**src/rtl/arb_pkg.sv**
```systemverilog
// Shared constants for the priority arbiter and the peripheral requester
package arb_pkg;
   localparam int WORD_W = 16;
   localparam int LEVELS = 4;
   localparam logic [2:0] LOWEST_LEVEL = 3'h4;
   localparam int PRI_LSB = 5;
   localparam int PRI_MSB = 7;
   localparam logic [WORD_W-1:0] STACK_STEP = 16'h0002;
   localparam logic [WORD_W-1:0] PSW_RESET = 16'h0000;
   localparam logic [WORD_W-1:0] PC_RESET = 16'h0000;
   localparam logic [WORD_W-1:0] SP_RESET = 16'h0000;
   localparam int CLK_PERIOD_NS = 8;
   localparam int DTR_LIMIT_NS = 3500;
   localparam int ENTRY_TIME_NS = 7200;
   localparam int RTI_TIME_NS = 4500;
   localparam int CNT_W = 10;
   localparam logic [CNT_W-1:0] DTR_LIMIT_CYC = CNT_W'(DTR_LIMIT_NS / CLK_PERIOD_NS);
   localparam logic [CNT_W-1:0] ENTRY_CYC = CNT_W'(ENTRY_TIME_NS / CLK_PERIOD_NS);
   localparam logic [CNT_W-1:0] RTI_CYC = CNT_W'(RTI_TIME_NS / CLK_PERIOD_NS);
   localparam logic [CNT_W-1:0] CNT_ONE = 10'h001;

   typedef enum logic [3:0] {
      ST_IDLE     = 4'h0,
      ST_INT_GNT  = 4'h1,
      ST_PUSH_PSW = 4'h3,
      ST_PUSH_PC  = 4'h2,
      ST_LOAD_PC  = 4'h6,
      ST_LOAD_PSW = 4'h7,
      ST_WAIT_END = 4'h5,
      ST_POP_PC   = 4'h4,
      ST_POP_PSW  = 4'hc,
      ST_DTR      = 4'hd
   } arb_state_type;
endpackage

```
**src/rtl/arb_if.sv**
```systemverilog
// Request, grant and command lines between the arbiter and one requester
`timescale 1ns/10ps
`default_nettype none
interface arb_if;
   import arb_pkg::*;
   logic dtr_req;
   logic [LEVELS-1:0] level_req;
   logic dtr_grant;
   logic [LEVELS-1:0] level_grant;
   logic bus_busy;
   logic cmd_valid;
   logic [WORD_W-1:0] cmd_vector;

   modport cpu (
      input dtr_req, level_req, bus_busy, cmd_valid, cmd_vector,
      output dtr_grant, level_grant
   );
   modport dev (
      output dtr_req, level_req, bus_busy, cmd_valid, cmd_vector,
      input dtr_grant, level_grant
   );
endinterface
`default_nettype wire

```
**src/rtl/priority_interrupt_arbiter.sv**
```systemverilog
// Processor end: bus arbitration, interrupt entry and return on the stack
// Notes on behaviour
// - Five request lines; direct transfer ranks highest
// - Direct transfer granted mid-instruction, between bus cycles
// - Level 7 highest, level 4 lowest
// - Priority 0 to 3 lets every level through
// - Interrupt levels granted only at instruction boundaries
// - Priority held in status bits 7 to 5
// - Levels at or below priority are refused
// - Nearest device on a line takes grant
// - Any number of devices per line
// - No release inside read-modify-write
// - Direct requester gets bus within 3.5 us
// - Direct transfer leaves processor state unchanged
// - Grant only when level exceeds priority
// - Granted device sends vector command
// - Save status and counter before service
// - New counter from vector, status from next word
// - First fetch 7.2 us after command
// - Return restores counter and status in 4.5 us
// - Routine interruptible after its first instruction
// - Nested saves never overwrite earlier pairs
// - Register 6 serves as stack pointer
// - Stack pointer steps by two
`timescale 1ns/10ps
`default_nettype none
module priority_interrupt_arbiter (
   input wire logic i_clock,                          // System clock
   input wire logic i_rst_n,                          // Synchronous reset, active low
   arb_if.cpu bus,                                    // Toward the requesters
   input wire logic i_bus_cycle_end,                  // Pulse: core bus cycle ended
   input wire logic i_bus_idle,                       // Level: core has no bus cycle open
   input wire logic i_rmw_lock,                       // Level: inside read-modify-write
   input wire logic i_instr_boundary,                 // Pulse: instruction completed
   input wire logic i_rti,                            // Pulse: return from interrupt
   input wire logic i_psw_wr,                         // Pulse: software writes status
   input wire logic [arb_pkg::WORD_W-1:0] i_psw_wdata, // Status write data
   input wire logic i_pc_wr,                          // Pulse: core updates counter
   input wire logic [arb_pkg::WORD_W-1:0] i_pc_wdata, // Counter write data
   input wire logic i_sp_wr,                          // Pulse: core updates register 6
   input wire logic [arb_pkg::WORD_W-1:0] i_sp_wdata, // Register 6 write data
   input wire logic i_mem_ack,                        // Pulse: memory word done
   input wire logic [arb_pkg::WORD_W-1:0] i_mem_rdata, // Memory read data
   output logic o_mem_req,                            // Level: memory access open
   output logic o_mem_we,                             // Write when high
   output logic [arb_pkg::WORD_W-1:0] o_mem_addr,     // Word address
   output logic [arb_pkg::WORD_W-1:0] o_mem_wdata,    // Write data
   output logic o_core_hold,                          // Level: core must stall
   output logic o_fetch,                              // Pulse: fetch at o_pc now
   output logic [arb_pkg::WORD_W-1:0] o_pc,           // Program counter
   output logic [arb_pkg::WORD_W-1:0] o_psw,          // Processor status word
   output logic [arb_pkg::WORD_W-1:0] o_sp            // Hardware stack pointer
);
   import arb_pkg::*;

   arb_state_type state_r, state_nxt, ret_r;
   logic [WORD_W-1:0] pc_r, psw_r, sp_r, vec_r, mem_addr_r, mem_wdata_r;
   logic mem_req_r, mem_we_r, fetch_r, first_done_r, dtr_grant_r, rti_mode_r;
   logic [LEVELS-1:0] level_grant_r;
   logic [CNT_W-1:0] cnt_r;
   logic [2:0] pri;
   logic [2:0] top_level;
   logic top_valid, dtr_slot, int_ok, step_free, mem_done, dtr_enter;

   assign pri = psw_r[PRI_MSB:PRI_LSB];

   // pick the highest pending level, 7 down to 4
   always_comb begin
      top_level = LOWEST_LEVEL;
      top_valid = 1'b0;
      for (int i = 0; i < LEVELS; i++) begin
         if (bus.level_req[i]) begin
            top_level = LOWEST_LEVEL + 3'(i);
            top_valid = 1'b1;
         end
      end
   end

   // same or lower levels are refused; follows since 4 exceeds 0 to 3
   // only at a boundary, and only once a routine ran one instruction
   assign int_ok = top_valid && (top_level > pri) && i_instr_boundary && first_done_r;
   // never release between the read and write halves
   assign dtr_slot = (i_bus_cycle_end | i_bus_idle) & ~i_rmw_lock;
   // Own stack words are bus cycles too, so a transfer may slip between them
   assign step_free = ~mem_req_r & ~fetch_r;
   assign mem_done = mem_req_r & i_mem_ack;
   assign dtr_enter = bus.dtr_req && !dtr_grant_r;

   always_comb begin
      state_nxt = state_r;
      case (state_r)
         ST_IDLE: begin
            // direct transfers win over every interrupt level
            // taken between bus cycles, not at instruction end
            if (dtr_enter && dtr_slot) begin
               state_nxt = ST_DTR;
            end else if (i_rti) begin
               state_nxt = ST_POP_PC;
            end else if (int_ok) begin
               state_nxt = ST_INT_GNT;
            end
         end
         ST_DTR: begin
            // The grant is already down once the device took the bus, so only busy and
            // request decide when the core may resume
            if (!bus.bus_busy && !bus.dtr_req) begin
               state_nxt = ret_r;
            end
         end
         ST_INT_GNT: begin
            if (bus.cmd_valid) begin
               state_nxt = ST_PUSH_PSW;
            end else if (bus.level_req == '0) begin
               state_nxt = ST_IDLE;
            end
         end
         ST_PUSH_PSW: state_nxt = mem_done ? ST_PUSH_PC : state_r;
         ST_PUSH_PC: state_nxt = mem_done ? ST_LOAD_PC : state_r;
         ST_LOAD_PC: state_nxt = mem_done ? ST_LOAD_PSW : state_r;
         ST_LOAD_PSW: state_nxt = mem_done ? ST_WAIT_END : state_r;
         ST_POP_PC: state_nxt = mem_done ? ST_POP_PSW : state_r;
         ST_POP_PSW: state_nxt = mem_done ? ST_WAIT_END : state_r;
         ST_WAIT_END: state_nxt = fetch_r ? ST_IDLE : state_r;
         default: state_nxt = ST_IDLE;
      endcase
      if (state_r != ST_IDLE && state_r != ST_DTR && state_r != ST_INT_GNT
          && step_free && dtr_enter) begin
         state_nxt = ST_DTR;
      end
   end

   always_ff @(posedge i_clock) begin
      if (!i_rst_n) begin
         state_r <= ST_IDLE;
         ret_r <= ST_IDLE;
      end else begin
         state_r <= state_nxt;
         if (state_nxt == ST_DTR && state_r != ST_DTR) begin
            ret_r <= state_r;
         end
      end
   end

   // the grant is raised two cycles after a free slot, well inside the limit
   // nothing of pc, status or pointer moves while another master holds the bus
   always_ff @(posedge i_clock) begin
      if (!i_rst_n) begin
         dtr_grant_r <= 1'b0;
      end else if (state_r == ST_DTR && !bus.bus_busy && dtr_grant_r && !bus.dtr_req) begin
         dtr_grant_r <= 1'b0;
      end else if (state_r == ST_DTR && bus.bus_busy) begin
         dtr_grant_r <= 1'b0;
      end else if (state_r == ST_DTR && !bus.bus_busy) begin
         dtr_grant_r <= bus.dtr_req;
      end
   end

   // the grant line of the winning level stays up until the command, or until every level request drops
   always_ff @(posedge i_clock) begin
      if (!i_rst_n) begin
         level_grant_r <= '0;
      end else if (state_r == ST_IDLE && state_nxt == ST_INT_GNT) begin
         level_grant_r <= LEVELS'(1) << 2'(top_level - LOWEST_LEVEL);
      end else if (state_r == ST_INT_GNT && state_nxt != ST_INT_GNT) begin
         level_grant_r <= '0;
      end
   end

   // latch the vector carried by the device command
   always_ff @(posedge i_clock) begin
      if (!i_rst_n) begin
         vec_r <= '0;
      end else if (state_r == ST_INT_GNT && bus.cmd_valid) begin
         vec_r <= bus.cmd_vector;
      end
   end

   // Memory word requests; each stack step issues once and waits for its ack
   always_ff @(posedge i_clock) begin
      if (!i_rst_n) begin
         mem_req_r <= 1'b0;
         mem_we_r <= 1'b0;
         mem_addr_r <= '0;
         mem_wdata_r <= '0;
      end else if (mem_done) begin
         mem_req_r <= 1'b0;
      end else if (!mem_req_r && state_nxt == state_r && !fetch_r) begin
         case (state_r)
            // status first, each at a pre-decremented slot
            ST_PUSH_PSW: begin
               mem_req_r <= 1'b1;
               mem_we_r <= 1'b1;
               mem_addr_r <= sp_r - STACK_STEP;
               mem_wdata_r <= psw_r;
            end
            ST_PUSH_PC: begin
               mem_req_r <= 1'b1;
               mem_we_r <= 1'b1;
               mem_addr_r <= sp_r - STACK_STEP;
               mem_wdata_r <= pc_r;
            end
            // counter from the vector, status from the next word
            ST_LOAD_PC: begin
               mem_req_r <= 1'b1;
               mem_we_r <= 1'b0;
               mem_addr_r <= vec_r;
            end
            ST_LOAD_PSW: begin
               mem_req_r <= 1'b1;
               mem_we_r <= 1'b0;
               mem_addr_r <= vec_r + STACK_STEP;
            end
            ST_POP_PC, ST_POP_PSW: begin
               mem_req_r <= 1'b1;
               mem_we_r <= 1'b0;
               mem_addr_r <= sp_r;
            end
            default: mem_req_r <= 1'b0;
         endcase
      end
   end

   // register 6 is the implicit pointer; always steps of two
   // each push goes below the last, so nested pairs survive
   always_ff @(posedge i_clock) begin
      if (!i_rst_n) begin
         sp_r <= SP_RESET;
      end else if (mem_done && (state_r == ST_PUSH_PSW || state_r == ST_PUSH_PC)) begin
         sp_r <= sp_r - STACK_STEP;
      end else if (mem_done && (state_r == ST_POP_PC || state_r == ST_POP_PSW)) begin
         sp_r <= sp_r + STACK_STEP;
      end else if (i_sp_wr && state_r == ST_IDLE) begin
         sp_r <= i_sp_wdata;
      end
   end

   // counter reloads from vector or stack
   always_ff @(posedge i_clock) begin
      if (!i_rst_n) begin
         pc_r <= PC_RESET;
      end else if (mem_done && (state_r == ST_LOAD_PC || state_r == ST_POP_PC)) begin
         pc_r <= i_mem_rdata;
      end else if (i_pc_wr && state_r == ST_IDLE) begin
         pc_r <= i_pc_wdata;
      end
   end

   // software sets the priority through the status word
   always_ff @(posedge i_clock) begin
      if (!i_rst_n) begin
         psw_r <= PSW_RESET;
      end else if (mem_done && (state_r == ST_LOAD_PSW || state_r == ST_POP_PSW)) begin
         psw_r <= i_mem_rdata;
      end else if (i_psw_wr && state_r == ST_IDLE) begin
         psw_r <= i_psw_wdata;
      end
   end

   // time from command or return, fetch once the figure is reached
   always_ff @(posedge i_clock) begin
      if (!i_rst_n) begin
         cnt_r <= '0;
         rti_mode_r <= 1'b0;
         fetch_r <= 1'b0;
      end else begin
         fetch_r <= 1'b0;
         if (state_nxt == ST_PUSH_PSW && state_r == ST_INT_GNT) begin
            cnt_r <= CNT_ONE;
            rti_mode_r <= 1'b0;
         end else if (state_nxt == ST_POP_PC && state_r == ST_IDLE) begin
            cnt_r <= CNT_ONE;
            rti_mode_r <= 1'b1;
         end else if (state_r == ST_WAIT_END && !fetch_r
                      && cnt_r >= (rti_mode_r ? RTI_CYC : ENTRY_CYC) - CNT_ONE) begin
            fetch_r <= 1'b1;
         end else if (cnt_r != '1) begin
            cnt_r <= cnt_r + CNT_ONE;
         end
      end
   end

   // a new routine must finish one instruction before nesting
   always_ff @(posedge i_clock) begin
      if (!i_rst_n) begin
         first_done_r <= 1'b1;
      end else if (fetch_r && !rti_mode_r) begin
         first_done_r <= 1'b0;
      end else if (i_instr_boundary && state_r == ST_IDLE) begin
         first_done_r <= 1'b1;
      end
   end

   assign bus.dtr_grant = dtr_grant_r;
   assign bus.level_grant = level_grant_r;
   assign o_mem_req = mem_req_r;
   assign o_mem_we = mem_we_r;
   assign o_mem_addr = mem_addr_r;
   assign o_mem_wdata = mem_wdata_r;
   assign o_core_hold = (state_r != ST_IDLE) | (dtr_enter & dtr_slot);
   assign o_fetch = fetch_r;
   assign o_pc = pc_r;
   assign o_psw = psw_r;
   assign o_sp = sp_r;
endmodule
`default_nettype wire

```
**src/flat_wrapper.sv**
```systemverilog
// flat-port wrapper written by rule: the top's interface ports become plain ports
module priority_interrupt_arbiter_flat import arb_pkg::*;
  (i_clock, i_rst_n, i_bus_cycle_end, i_bus_idle, i_rmw_lock, i_instr_boundary, i_rti, i_psw_wr, i_psw_wdata, i_pc_wr, i_pc_wdata, i_sp_wr, i_sp_wdata, i_mem_ack, i_mem_rdata, o_mem_req, o_mem_we, o_mem_addr, o_mem_wdata, o_core_hold, o_fetch, o_pc, o_psw, o_sp, bus_dtr_req, bus_level_req, bus_bus_busy, bus_cmd_valid, bus_cmd_vector, bus_dtr_grant, bus_level_grant);
  arb_if bus_i ();
  input wire logic i_clock;
  input wire logic i_rst_n;
  input wire logic i_bus_cycle_end;
  input wire logic i_bus_idle;
  input wire logic i_rmw_lock;
  input wire logic i_instr_boundary;
  input wire logic i_rti;
  input wire logic i_psw_wr;
  input wire logic [arb_pkg::WORD_W-1:0] i_psw_wdata;
  input wire logic i_pc_wr;
  input wire logic [arb_pkg::WORD_W-1:0] i_pc_wdata;
  input wire logic i_sp_wr;
  input wire logic [arb_pkg::WORD_W-1:0] i_sp_wdata;
  input wire logic i_mem_ack;
  input wire logic [arb_pkg::WORD_W-1:0] i_mem_rdata;
  output logic o_mem_req;
  output logic o_mem_we;
  output logic [arb_pkg::WORD_W-1:0] o_mem_addr;
  output logic [arb_pkg::WORD_W-1:0] o_mem_wdata;
  output logic o_core_hold;
  output logic o_fetch;
  output logic [arb_pkg::WORD_W-1:0] o_pc;
  output logic [arb_pkg::WORD_W-1:0] o_psw;
  output logic [arb_pkg::WORD_W-1:0] o_sp;
  input wire logic [$bits(bus_i.dtr_req)-1:0] bus_dtr_req;
  input wire logic [$bits(bus_i.level_req)-1:0] bus_level_req;
  input wire logic [$bits(bus_i.bus_busy)-1:0] bus_bus_busy;
  input wire logic [$bits(bus_i.cmd_valid)-1:0] bus_cmd_valid;
  input wire logic [$bits(bus_i.cmd_vector)-1:0] bus_cmd_vector;
  output wire logic [$bits(bus_i.dtr_grant)-1:0] bus_dtr_grant;
  output wire logic [$bits(bus_i.level_grant)-1:0] bus_level_grant;
  assign bus_i.dtr_req = bus_dtr_req;
  assign bus_i.level_req = bus_level_req;
  assign bus_i.bus_busy = bus_bus_busy;
  assign bus_i.cmd_valid = bus_cmd_valid;
  assign bus_i.cmd_vector = bus_cmd_vector;
  assign bus_dtr_grant = bus_i.dtr_grant;
  assign bus_level_grant = bus_i.level_grant;
  priority_interrupt_arbiter u_core (.i_clock(i_clock), .i_rst_n(i_rst_n), .bus(bus_i), .i_bus_cycle_end(i_bus_cycle_end), .i_bus_idle(i_bus_idle), .i_rmw_lock(i_rmw_lock), .i_instr_boundary(i_instr_boundary), .i_rti(i_rti), .i_psw_wr(i_psw_wr), .i_psw_wdata(i_psw_wdata), .i_pc_wr(i_pc_wr), .i_pc_wdata(i_pc_wdata), .i_sp_wr(i_sp_wr), .i_sp_wdata(i_sp_wdata), .i_mem_ack(i_mem_ack), .i_mem_rdata(i_mem_rdata), .o_mem_req(o_mem_req), .o_mem_we(o_mem_we), .o_mem_addr(o_mem_addr), .o_mem_wdata(o_mem_wdata), .o_core_hold(o_core_hold), .o_fetch(o_fetch), .o_pc(o_pc), .o_psw(o_psw), .o_sp(o_sp));
endmodule
```
**config.mk**
```make
export PLATFORM = sky130hd
export DESIGN_NAME = priority_interrupt_arbiter_flat
export DESIGN_NICKNAME = d
export VERILOG_FILES = /design/src/rtl/arb_pkg.sv /design/src/rtl/arb_if.sv /design/src/rtl/priority_interrupt_arbiter.sv /design/src/flat_wrapper.sv
export SDC_FILE = /design/constraint.sdc
export NUM_CORES = 1
export LEC_CHECK = 0
export ABC_CLOCK_PERIOD_IN_PS = 8300
export BUFFER_PORTS_ARGS = -buffer_cell sky130_fd_sc_hd__buf_2
export CORE_MARGIN = 1.5
export CORE_UTILIZATION = 50
export CTS_CLUSTER_SIZE = 28
export DETAILED_ROUTE_END_ITERATION = 6
export PLACE_DENSITY = 0.74
export SLEW_MARGIN = 20
export SYNTH_ARGS = -nofsm -noshare
export SYNTH_HDL_FRONTEND = slang
export SYNTH_SLANG_ARGS = --single-unit
```
**constraint.sdc**
```tcl
create_clock -name i_clock -period 8.3 [get_ports i_clock]
set_input_delay 0.83 -clock i_clock [delete_from_list [all_inputs] [get_ports i_clock]]
set_output_delay 0.83 -clock i_clock [all_outputs]
set_load 0.02 [all_outputs]
```
==> impl_metrics.env <==
export IMPL_worstSetupEndpointType="register"
export IMPL_path_max_fanout=49
export IMPL_fin_setup_tns_ps=0
export IMPL_wl_per_cell_um=18.1
export IMPL_post_route_min_period_ps=3400
export IMPL_timing_hold_violations_final=0
export IMPL_io_pins=187
export IMPL_grt_overflow_total=0
export IMPL_numPortBuffers=186
export IMPL_grt_max_degree=98
export IMPL_routed_via_density=6.18
export IMPL_clk_pin_slew_ps=60
export IMPL_fin_worst_skew_ps=12.1
export IMPL_cts_resized=0
export IMPL_synth_edff_count=0
export IMPL_syn_cell_area_um2=7230
export IMPL_wl_met3_mm=1.73
export IMPL_clk_latency_ps=440
export IMPL_cts_tree="built"
export IMPL_fin_util=0.628
export IMPL_start_kind="register"
export IMPL_fin_crit_sh=0.409
export IMPL_pwr_density_cell_nw_per_um2=325
export IMPL_internal_power_mw=1.61
export IMPL_drv_slew=0
export IMPL_groute_usage_overall=0.303
export IMPL_p_sw_frac=0.435
export IMPL_numCtsBuffers=17
export IMPL_synthTopCellsByArea="dfxtp_1 34%, nand2_1 6.3%, a21oi_1 5.3%"
export IMPL_grt_pass1_wl_mm=36.2
export IMPL_synth_top_area_frac=0.343
export IMPL_seq_area_frac_synth=0.343
export IMPL_syn_area_per_cell_um2=7.69
export IMPL_yosys_area_top_type="dfxtp_1"
export IMPL_dr_wl_met2_mm=10.8
export IMPL_finalPower_mw=2.85
export IMPL_cts_buffer_depth=2
export IMPL_cts_setup_buffers=0
export IMPL_yosysWarnings=0
export IMPL_max_stage_delay_ps=660
export IMPL_critPathKind="register to register"
export IMPL_routed_top_layer="met4"
export IMPL_min_from="u_core.o_mem_addr[9]"
export IMPL_relSlewSlack=0.274
export IMPL_fp_coreArea_um2=14000
export IMPL_syn_nets=1049
export IMPL_cpLargestDelayFamily="simple AND/OR/NAND/NOR gates"
export IMPL_crit_start="u_core.state_r[0]"
export IMPL_pwr_share_clk=0.273
export IMPL_first_pass_iters=5
export IMPL_antenna_found_initial=0
export IMPL_yosys_register_bits=124
export IMPL_drive_above_1_share=0.240
export IMPL_synth_distinct_cells=74
export IMPL_hpwlAfterDp_mm=15.8
export IMPL_die_h_um=123
export IMPL_max_cap_viol_count=0
export IMPL_nNetsFinal=1187
export IMPL_die_area_um2=15200
export IMPL_worst_endpoint_required_ps=8580
export IMPL_yosys_most_used_dff="dfxtp_1"
export IMPL_wirelength_mm=23.0
export IMPL_first_global_vias=7229
export IMPL_synth_async_reset_ratio=0
export IMPL_drc=0
export IMPL_routed_via_count=7862
export IMPL_ctsHtreeMaxLevel=4
export IMPL_r2r_start="u_core.state_r[0]"
export IMPL_setup_violations_final=0
export IMPL_syn_inst=940
export IMPL_max_freq_ghz=0.295
export IMPL_p_leak_nw=3.74
export IMPL_drtIter0Drc=734
export IMPL_switchingPower_mw=1.24
export IMPL_antenna_left=0
export IMPL_start_util=0.517
export IMPL_crit_top_cell="nor2_1"
export IMPL_syn2layout_area_growth_pct=21.5
export IMPL_cp_buffers_inverters=1
export IMPL_gp_congestion=0.900
export IMPL_critPathSlowestCell="nor2_1"
export IMPL_combPwrFrac=0.434
export IMPL_p_seq_frac=0.293
export IMPL_clockRootBuffer="clkbuf_16"
export IMPL_ir_drop_v=0.000227
export IMPL_wl_met1_mm=9.55
export IMPL_path_cells="buf_4 > or3b_2 > nor2_1 > nor2_1 > nand2_1 > o21ai_0 > a22oi_1 > nor2_1"
export IMPL_rows=43
export IMPL_fin_hold_ws_ps=458
export IMPL_postCtsHoldBufs=0
export IMPL_arrival_ps=3670
export IMPL_hold_path_class="register to register"
export IMPL_rsz0062_at_grt="no"
export IMPL_status="finished, final reports clean"
export IMPL_cts_sinks=124
export IMPL_die_x_um=123
export IMPL_worst_pin_slew_ps=1090
-- cells in the mapped netlist (12+ instances only) --
cell type / count
dfxtp_1: 124
a22oi_1: 12
o21ai_0: 49
a311oi_1: 35
and3_1: 13
xor2_1: 16
mux2i_1: 24
mux2_2: 17
clkbuf_1: 61
nor3_1: 27
nand3_1: 59
nand2_1: 122
nor2_1: 101
inv_1: 14
a21oi_1: 76
-- tightest hold or removal path, stage by stage, from the launching register on --
cell,delay [ps]
dfxtp_1,300
nand2_1,50
mux2i_1,50
-- per-layer routing --
metal / vias up / global-route usage
met5: - / 0
met4: 0 / 0.152
met3: 77 / 0.0715
met2: 362 / 0.489
met1: 3684 / 0.380
li1: 3739 / -
-- cell type report --
class,instances,area [um2]
Antenna cell,1,2.50
Tap cell,180,225
Clock inverter,13,163
Multi-Input combinational cell,728,4430
Inverter,16,60.1
Clock buffer,19,453
Fill cell,1298,5200
Sequential cell,124,2480
Timing Repair Buffer,191,968
-- sequential cells by signal, indices dropped and copies added, names as in the netlist --
register and count:
u_core.o_mem_addr 16, u_core.o_sp 16, u_core.bus.dtr_grant 1, u_core.ret_r 4
u_core.o_psw 16, u_core.vec_r 16, u_core.bus.level_grant 4, u_core.rti_mode_r 1
u_core.o_mem_req 1, u_core.cnt_r 10, u_core.o_mem_wdata 16, u_core.first_done_r 1
u_core.o_fetch 1, u_core.o_mem_we 1, u_core.state_r 4, u_core.o_pc 16
-- cell usage in the layout, fill, tap and decap left out, types with 24 or more instances in the layout --
| cell type | instances |
|---|---|
| buf_2 | 186 |
| dfxtp_1 | 123 |
| nand2_1 | 121 |
| nor2_1 | 101 |
| a21oi_1 | 76 |
| nand3_1 | 59 |
| o21ai_0 | 49 |
| a311oi_1 | 35 |
| nor3_1 | 26 |
| mux2i_1 | 24 |
-- stage by stage --
step                      cell area [um2]  cells  setup slack [ps]
final                                8780   1272              4900
after CTS                            8770   1271              4960
after detailed placement             8160   1239              4700
after global placement               8160   1239              4810
after global routing                 8780   1271              4620
after floorplan                      7230    940              5210
-- power by group through the flow --
stage | Combinational, mW | Sequential [mW] | Clock [mW]
3_3_place_gp | 1.20 | 0.840 | 0
2_1_floorplan | 0.840 | 0.871 | 0
5_1_grt | 1.36 | 0.849 | 0.808
4_1_cts | 1.22 | 0.829 | 0.784
3_5_place_dp | 1.21 | 0.841 | 0
6_report | 1.24 | 0.835 | 0.780
-- cells by family after synthesis --
| kind of cell | Yosys count | synth area share |
|---|---|---|
| xor gates and xnor gates | 25 | 0.0303 |
| buffers and inverters | 88 | 0.0472 |
| and+or+nand+nor | 403 | 0.268 |
| DFF | 124 | 0.343 |
| adders and majority gates | 11 | 0.0190 |
| AOI/OAI and AO/OA | 248 | 0.233 |
| muxes | 41 | 0.0597 |
-- path summary, 6_finish.rpt --
check,to,slack (ps),cells past startpoint
min reg2reg,u_core.o_mem_addr[9],460,2
max reg2reg,u_core.o_sp[5],4900,8
max,u_core.o_sp[5],4900,8
min,u_core.o_mem_addr[9],460,2
No activity file was read; power rests on OpenSTA's default activity.
